### config.mk
export PLATFORM = sky130hd
export DESIGN_NAME = secr_regs
export DESIGN_NICKNAME = d
export VERILOG_FILES = /design/src/hw/secr_pkg.sv /design/src/hw/secr_regs.sv
export VERILOG_INCLUDE_DIRS = /design/src /design/src/hw
export SDC_FILE = /design/constraint.sdc
export NUM_CORES = 1
export LEC_CHECK = 0
export BUFFER_PORTS_ARGS = -buffer_cell sky130_fd_sc_hd__buf_2
export CAP_MARGIN = 20
export CORE_UTILIZATION = 24
export DETAILED_ROUTE_END_ITERATION = 8
export PLACE_DENSITY = 0.53
export SLEW_MARGIN = 20
export SYNTH_ARGS = -nofsm -noshare
export SYNTH_HDL_FRONTEND = slang
export SYNTH_SLANG_ARGS = --single-unit
### constraint.sdc
create_clock -name clk_i -period 3.4 [get_ports clk_i]
set_clock_uncertainty 0.15 [all_clocks]
set_input_delay 1.02 -clock clk_i [delete_from_list [all_inputs] [get_ports clk_i]]
set_output_delay 1.02 -clock clk_i [all_outputs]
set_load 0.03 [all_outputs]
### src/hw/secr_defines.svh
// Register offsets, field positions, masks and reset values of the enable, config, routing, LED, aux and interrupt enable registers.
`ifndef SECR_DEFINES_SVH
`define SECR_DEFINES_SVH

// ****************************************************************
// Register offsets
// ****************************************************************
`define SECR_ADDR_CFG 8'h70
`define SECR_ADDR_ROUTE 8'h73
`define SECR_ADDR_LED 8'h74
`define SECR_ADDR_EN 8'h80
`define SECR_ADDR_AUX 8'hBE
`define SECR_ADDR_INTEN 8'hF9

// ****************************************************************
// Field positions
// ****************************************************************
`define SECR_EN_PON 0
`define SECR_EN_SPEN 1
`define SECR_EN_MIRROR 2
`define SECR_EN_WAIT 3
`define SECR_EN_MUX 4
`define SECR_EN_FD 6
`define SECR_CFG_SYNC 2
`define SECR_CFG_LEDSEL 3
`define SECR_ROUTE_IRQ 0
`define SECR_ROUTE_AUX 1
`define SECR_LED_ON 7
`define SECR_AUX_IN 0
`define SECR_AUX_OUT 1
`define SECR_AUX_INEN 2
`define SECR_AUX_INV 3
`define SECR_IE_SYS 0
`define SECR_IE_FIFO 2
`define SECR_IE_SPEC 3
`define SECR_IE_SAT 7

// ****************************************************************
// Writable masks and reset values
// ****************************************************************
`define SECR_MASK_EN 8'h5B
`define SECR_MASK_CFG 8'h0F
`define SECR_MASK_ROUTE 8'h03
`define SECR_MASK_LED 8'hFF
`define SECR_MASK_AUX 8'h0E
`define SECR_MASK_INTEN 8'h8D
`define SECR_RST_ZERO 8'h00
`define SECR_RST_LED 8'h04
`define SECR_RST_AUX 8'h02
`define SECR_MODE_RSVD 2'b10

`endif

### src/hw/secr_pkg.sv
// Types shared by the enable and configuration register block.
package secr_pkg;

    typedef enum logic [1:0] {
        SECR_NORMAL_SPECTRAL_MODE = 2'b00,
        SECR_SYNC_START_MODE = 2'b01,
        SECR_MODE_RESERVED = 2'b10,
        SECR_SYNC_START_STOP_MODE = 2'b11
    } secr_mode_t;

endpackage : secr_pkg

### src/hw/secr_regs.sv
// Enable, configuration, pin routing, LED_DRIVER_CONTROL and interrupt enable registers of the sensor front end.
`timescale 1ns/1ns
`include "secr_defines.svh"

module secr_regs (
    input wire logic clk_i,
    input wire logic nrst_i,
    input wire logic [7:0] reg_addr_i,
    input wire logic [7:0] reg_wdata_i,
    input wire logic reg_wr_i,
    input wire logic reg_rd_i,
    output logic [7:0] reg_rdata_o,
    input wire logic mux_done_i,
    input wire logic sync_i,
    input wire logic pd_signal_i,
    input wire logic irq_line_i,
    input wire logic sat_event_i,
    input wire logic spectral_event_i,
    input wire logic fifo_over_thr_i,
    input wire logic flicker_change_i,
    input wire logic aux_pin_i,
    output logic aux_pin_o,
    output logic aux_pin_oe_o,
    output logic irq_pin_o,
    output logic power_on_o,
    output logic osc_enable_o,
    output logic spectral_enable_o,
    output logic wait_enable_o,
    output logic mux_start_o,
    output logic mux_busy_o,
    output logic flicker_enable_o,
    output secr_pkg::secr_mode_t int_mode_o,
    output logic pd_to_aux_o,
    output logic led_driver_pin_o,
    output logic [6:0] led_current_code_o,
    output logic sat_irq_req_o,
    output logic spectral_irq_req_o,
    output logic fifo_irq_req_o,
    output logic system_irq_req_o
);
    import secr_pkg::*;

    // ****************************************************************
    // Decoding
    // ****************************************************************
    function automatic logic addr_hit(input logic [7:0] addr, input logic [7:0] target);
        addr_hit = (addr == target);
    endfunction : addr_hit

    logic [7:0] en_r;
    logic [7:0] cfg_r;
    logic [7:0] route_r;
    logic [7:0] led_r;
    logic [7:0] aux_r;
    logic [7:0] inten_r;
    logic aux_in_r;
    logic [7:0] en_nxt;
    logic [7:0] cfg_nxt;
    logic [7:0] rd_val;

    wire wr_en = reg_wr_i && addr_hit(reg_addr_i, `SECR_ADDR_EN);
    wire wr_cfg = reg_wr_i && addr_hit(reg_addr_i, `SECR_ADDR_CFG);
    wire wr_route = reg_wr_i && addr_hit(reg_addr_i, `SECR_ADDR_ROUTE);
    wire wr_led = reg_wr_i && addr_hit(reg_addr_i, `SECR_ADDR_LED);
    wire wr_aux = reg_wr_i && addr_hit(reg_addr_i, `SECR_ADDR_AUX);
    wire wr_inten = reg_wr_i && addr_hit(reg_addr_i, `SECR_ADDR_INTEN);

    // ****************************************************************
    // Next values
    // ****************************************************************
    // A host write of one beats a completion in the same cycle and keeps the bit set, but gives no mux_start_o pulse, as that needs the bit clear before.
    wire mux_bit_nxt = wr_en ? reg_wdata_i[`SECR_EN_MUX] : (en_r[`SECR_EN_MUX] & ~mux_done_i);
    wire [7:0] en_w = reg_wdata_i & `SECR_MASK_EN;
    wire [7:0] en_base = wr_en ? en_w : en_r;

    always_comb begin
        en_nxt = en_base;
        en_nxt[`SECR_EN_MUX] = mux_bit_nxt;
    end

    // A reserved mode code leaves the previous mode in force, so the engine never sees it.
    wire mode_rsvd = (reg_wdata_i[1:0] == `SECR_MODE_RSVD);
    wire [1:0] mode_nxt = (wr_cfg && !mode_rsvd) ? reg_wdata_i[1:0] : cfg_r[1:0];
    wire [1:0] cfg_hi_nxt = wr_cfg ? reg_wdata_i[`SECR_CFG_LEDSEL:`SECR_CFG_SYNC] :
        cfg_r[`SECR_CFG_LEDSEL:`SECR_CFG_SYNC];

    always_comb begin
        cfg_nxt = `SECR_RST_ZERO;
        cfg_nxt[1:0] = mode_nxt;
        cfg_nxt[`SECR_CFG_LEDSEL:`SECR_CFG_SYNC] = cfg_hi_nxt;
    end

    wire [7:0] route_nxt = wr_route ? (reg_wdata_i & `SECR_MASK_ROUTE) : route_r;
    wire [7:0] led_nxt = wr_led ? (reg_wdata_i & `SECR_MASK_LED) : led_r;
    wire [7:0] aux_nxt = wr_aux ? (reg_wdata_i & `SECR_MASK_AUX) : aux_r;
    wire [7:0] inten_nxt = wr_inten ? (reg_wdata_i & `SECR_MASK_INTEN) : inten_r;

    // The pin is only sampled while it is an input, so a driven level never reads back.
    wire aux_in_nxt = aux_r[`SECR_AUX_INEN] & aux_pin_i;

    // ****************************************************************
    // Pin and output values
    // ****************************************************************
    wire power_nxt = en_nxt[`SECR_EN_PON];
    wire spec_nxt = en_nxt[`SECR_EN_SPEN];
    wire wait_nxt = en_nxt[`SECR_EN_WAIT];
    wire fd_nxt = en_nxt[`SECR_EN_FD];
    wire mux_start_nxt = wr_en && reg_wdata_i[`SECR_EN_MUX] && !en_r[`SECR_EN_MUX];
    wire pd_irq_nxt = route_nxt[`SECR_ROUTE_IRQ];
    wire pd_aux_nxt = route_nxt[`SECR_ROUTE_AUX];
    wire irq_pin_nxt = cfg_nxt[`SECR_CFG_SYNC] ? sync_i :
        (pd_irq_nxt ? pd_signal_i : irq_line_i);
    wire led_pin_nxt = cfg_nxt[`SECR_CFG_LEDSEL] & led_nxt[`SECR_LED_ON];
    wire aux_out_nxt = aux_nxt[`SECR_AUX_OUT] ^ aux_nxt[`SECR_AUX_INV];
    // The pin is released while it is an input or carries a photodiode, so nothing fights it.
    wire aux_oe_nxt = ~aux_nxt[`SECR_AUX_INEN] & ~pd_aux_nxt;
    wire sat_req_nxt = inten_r[`SECR_IE_SAT] & sat_event_i;
    wire spec_req_nxt = inten_r[`SECR_IE_SPEC] & spectral_event_i;
    wire fifo_req_nxt = inten_r[`SECR_IE_FIFO] & fifo_over_thr_i;
    wire sys_req_nxt = inten_r[`SECR_IE_SYS] & (flicker_change_i | mux_done_i);

    // ****************************************************************
    // Read decoding
    // ****************************************************************
    always_comb begin
        rd_val = `SECR_RST_ZERO;
        if (addr_hit(reg_addr_i, `SECR_ADDR_EN)) begin
            rd_val = en_r;
            rd_val[`SECR_EN_MIRROR] = inten_r[`SECR_IE_SPEC];
        end else if (addr_hit(reg_addr_i, `SECR_ADDR_CFG)) begin
            rd_val = cfg_r;
        end else if (addr_hit(reg_addr_i, `SECR_ADDR_ROUTE)) begin
            rd_val = route_r;
        end else if (addr_hit(reg_addr_i, `SECR_ADDR_LED)) begin
            rd_val = led_r;
        end else if (addr_hit(reg_addr_i, `SECR_ADDR_AUX)) begin
            rd_val = aux_r;
            rd_val[`SECR_AUX_IN] = aux_in_r;
        end else if (addr_hit(reg_addr_i, `SECR_ADDR_INTEN)) begin
            rd_val = inten_r;
        end
    end

    // ****************************************************************
    // Registers
    // ****************************************************************
    always_ff @(posedge clk_i or negedge nrst_i) begin
        if (!nrst_i) begin
            en_r <= `SECR_RST_ZERO;
            cfg_r <= `SECR_RST_ZERO;
            route_r <= `SECR_RST_ZERO;
            led_r <= `SECR_RST_LED;
            aux_r <= `SECR_RST_AUX;
            inten_r <= `SECR_RST_ZERO;
            aux_in_r <= 1'b0;
        end else begin
            en_r <= en_nxt;
            cfg_r <= cfg_nxt;
            route_r <= route_nxt;
            led_r <= led_nxt;
            aux_r <= aux_nxt;
            inten_r <= inten_nxt;
            aux_in_r <= aux_in_nxt;
        end
    end

    always_ff @(posedge clk_i or negedge nrst_i) begin
        if (!nrst_i) begin
            reg_rdata_o <= `SECR_RST_ZERO;
        end else if (reg_rd_i) begin
            reg_rdata_o <= rd_val;
        end
    end

    always_ff @(posedge clk_i or negedge nrst_i) begin
        if (!nrst_i) begin
            power_on_o <= 1'b0;
            osc_enable_o <= 1'b0;
            spectral_enable_o <= 1'b0;
            wait_enable_o <= 1'b0;
            mux_start_o <= 1'b0;
            mux_busy_o <= 1'b0;
            flicker_enable_o <= 1'b0;
            int_mode_o <= SECR_NORMAL_SPECTRAL_MODE;
        end else begin
            power_on_o <= power_nxt;
            osc_enable_o <= power_nxt;
            spectral_enable_o <= spec_nxt;
            wait_enable_o <= wait_nxt;
            mux_start_o <= mux_start_nxt;
            mux_busy_o <= en_nxt[`SECR_EN_MUX];
            flicker_enable_o <= fd_nxt;
            int_mode_o <= secr_mode_t'(mode_nxt);
        end
    end

    always_ff @(posedge clk_i or negedge nrst_i) begin
        if (!nrst_i) begin
            aux_pin_o <= 1'b1;
            aux_pin_oe_o <= 1'b1;
            irq_pin_o <= 1'b0;
            pd_to_aux_o <= 1'b0;
            led_driver_pin_o <= 1'b0;
            led_current_code_o <= 7'(`SECR_RST_LED);
        end else begin
            aux_pin_o <= aux_out_nxt;
            aux_pin_oe_o <= aux_oe_nxt;
            irq_pin_o <= irq_pin_nxt;
            pd_to_aux_o <= pd_aux_nxt;
            led_driver_pin_o <= led_pin_nxt;
            led_current_code_o <= led_nxt[6:0];
        end
    end

    always_ff @(posedge clk_i or negedge nrst_i) begin
        if (!nrst_i) begin
            sat_irq_req_o <= 1'b0;
            spectral_irq_req_o <= 1'b0;
            fifo_irq_req_o <= 1'b0;
            system_irq_req_o <= 1'b0;
        end else begin
            sat_irq_req_o <= sat_req_nxt;
            spectral_irq_req_o <= spec_req_nxt;
            fifo_irq_req_o <= fifo_req_nxt;
            system_irq_req_o <= sys_req_nxt;
        end
    end
endmodule : secr_regs

==> run metrics <==
global-route wire length before repair=just under 8000 um; routability congestion estimate=0.892; CTS max path bufs=2; Setup crit end kind=flop; Cell Chain, Critical Path=buf_2 > and4b_1 > nand2_1 > or3_1 > mux2_4 > and2_4; crit path max-delay cell type=or3_1; Ys Warns=0; Tcrit/Tclk final=0.782; Final WS setup=roughly 0.74 ns; final net count=270; Netlist Area Pre-Place=2090 um2; wirelength, routed=a little over 5000 um; Synth Register Bits=44; CP arrival=between 2 and 3 ns; GRT overflow=0; number of vias in the routed layout=1524; clk_lat worst skew=a little under 0.3 ns; status=completed; commonest non-fill, non-tap cells in the layout=buf_2 (60), dfrtp_1 (40), mux2_2 (18), o21ai_0 (18), nand2_1 (14); clock sink total=44; diodes inserted=0; DRT Pass-1 Iters=4; worst vdd ir=about 0.00015 V; Final Hold Fails=0; Slew HR=0.625; All-Layer GR Usage=0.119; WP data required=3.44 ns; Crit Path Max Fanout=10; post-detail-place hpwl=about 3900 um; Core Box Area=just over 8000 um2; postcts setup bufs=0; Gate Count Post-Synth=roughly 190; Initial DRC Count=63; Net Count, Synth=between 200 and 250; Root Buffer=clkbuf_8; IO Pins=62; DR DRC count=0; Die X=95.3 um; CTS Buf Count=5; total power=approximately 1.0 mW; Final Cell Area=roughly 2500 um2; CP Class=in2reg; RSZ-0062 raised after global routing=false; average vias per placed instance=roughly 4.4; leakage power total=around 1.2 nW; Fmax=about 380 MHz; CTS tree=done; wire per inst=about 15 um; syn avg cell area=approximately 11 um2; pwr dens=414 nW/um2; Hold Buf Count CTS=0; antenna viol nets, final=0; Cell variety after synth=40; initial antenna violation count=0; Slew @ Worst Pin=~0.56 ns; setup TNS=0 ns; initial core utilization=0.251; startpoint class of the critical path=input port; Max Cap Violations=0; Die Y=~95 um; Layout area overhead=20.3%; input/output buffers=just over 60; pre-CTS setup slack=0.421 ns; minimum clock period=roughly 2.7 ns; commonest non-fill, non-tap cell in the layout=buf_2; Final setup viols=0; Hold Path Class=reg2reg; worst stage delay on the critical path=approximately 0.55 ns; Seq/Total Area, Yosys=0.530; post-cts resize count=0; number of global-route vias before repair=1473; die area=9070 um2; number of cell rows=33; max-slew violations=0; Final Util=0.303; clock transition at the registers of the reported paths=~0.09 ns; Cell Area, Placed=2410 um2; pin count of the biggest net entering global routing=between 40 and 50; ratio of cells with drive above 1 in the final layout=0.401; depth of the CTS H-tree=2
## flip-flops by register name, indices dropped and copies added, names as in the netlist, 2 cells and up
signal / cells
led_r: 8
reg_rdata_o: 8
en_r: 5
inten_r: 4
aux_r: 3
cfg_r: 3
route_r: 2
## routing by layer
metal / GRT usage / vias up / part of all wire
met4: 0.0303 / 0 / 0.0096
li1: - / 770 / -
met1: 0.153 / 713 / 0.45
met5: 0 / - / 0
met3: 0.0407 / 6 / 0.067
met2: 0.189 / 35 / 0.47
## path summary, 6_finish.rpt
kind	startpoint	to	slack (ns)	cells past startpoint
worst max-delay path	reg_addr_i[7]	led_driver_pin_o$_DFF_PN0_	0.74	6
worst min register to register	en_r[4]$_DFF_PN0_	mux_start_o$_DFF_PN0_	0.34	1
max in group asynchronous	nrst_i	led_r[3]$_DFFE_PN0N_	2.15	1
worst min-delay path	en_r[4]$_DFF_PN0_	mux_start_o$_DFF_PN0_	0.34	1
min in group asynchronous	nrst_i	irq_pin_o$_DFF_PN0_	0.56	1
worst max register to register	int_mode_o[0]$_DFFE_PN0P_	reg_rdata_o[0]$_DFFE_PN0P_	1.56	5
## cell usage after synthesis (all sizes together)
| cell type | number | area share |
|---|---|---|
| o21ai | 18 | 0.043 |
| a21oi | 8 | 0.019 |
| mux2i | 1 | 0.0048 |
| a2111oi | 1 | 0.0042 |
| a211oi | 3 | 0.011 |
| nand4 | 1 | 0.0030 |
| xor2 | 1 | 0.0042 |
| xnor2 | 1 | 0.0042 |
| nor4b | 1 | 0.0042 |
| nor3 | 2 | 0.0048 |
| nor4 | 1 | 0.010 |
| o21a | 1 | 0.0036 |
| a22oi | 7 | 0.025 |
| a21o | 1 | 0.0036 |
| nand3 | 3 | 0.0072 |
| dfstp | 4 | 0.050 |
| a22o | 1 | 0.0042 |
| o22ai | 3 | 0.0090 |
| o22a | 1 | 0.0042 |
| and4bb | 3 | 0.018 |
| nor3b | 1 | 0.0036 |
| nor2b | 5 | 0.015 |
| nand4bb | 1 | 0.0054 |
| and2 | 6 | 0.019 |
| clkbuf | 1 | 0.0018 |
| buf | 15 | 0.054 |
| nand4b | 1 | 0.0042 |
| mux2 | 19 | 0.10 |
| nand3b | 1 | 0.0036 |
| and4b | 1 | 0.0048 |
| a221oi | 1 | 0.0042 |
| dfrtp | 40 | 0.48 |
| nand2 | 14 | 0.025 |
| inv | 6 | 0.011 |
| or3 | 1 | 0.0030 |
| nor2 | 13 | 0.023 |
## final cells by class
class	count	area, um2
sequential	44	1110
fill	899	5790
multi-input combinational	122	842
inverter	6	22.5
timing repair buffer	62	315
tap	105	131
clock inverter	1	7.51
clock buffer	7	86.3
## per-stage QoR
| step | cells | hold WS (ns) |
|---|---|---|
| detailed placement | 339 | 0.336 |
| finish | 347 | 0.343 |
| CTS | 347 | 0.347 |
| global placement | 339 | 0.336 |
| global route | 347 | 0.382 |
| floorplan | 188 | 0.316 |
## cells by family (layout without fill, tap and decap cells)
family / after synthesis / in the layout / synth area share
multiplexers: 20 / 20 / 0.109
XOR/XNOR: 2 / 2 / 0.00839
buffers and inverters: 22 / 76 / 0.0665
flip-flops: 44 / 44 / 0.530
AO/OA/AOI/OAI: 45 / 45 / 0.131
AND/OR/NAND/NOR: 55 / 55 / 0.155
## critical path, delay by kind of cell
kind	cells	cell delay, ns
and+or+nand+nor	4	1.19
buffers and inverters	1	0.11
muxes	1	0.37
## report_power, final
| group | internal [mW] | total, mW | leakage (nW) | switching, mW |
|---|---|---|---|---|
| clock | 0.165 | 0.345 | 0.0445 | 0.179 |
| combinational | 0.0459 | 0.132 | 0.578 | 0.0865 |
| sequential | 0.548 | 0.563 | 0.587 | 0.0152 |
| total | 0.759 | 1.04 | 1.21 | 0.281 |
Power figures use the tool's default switching activity.
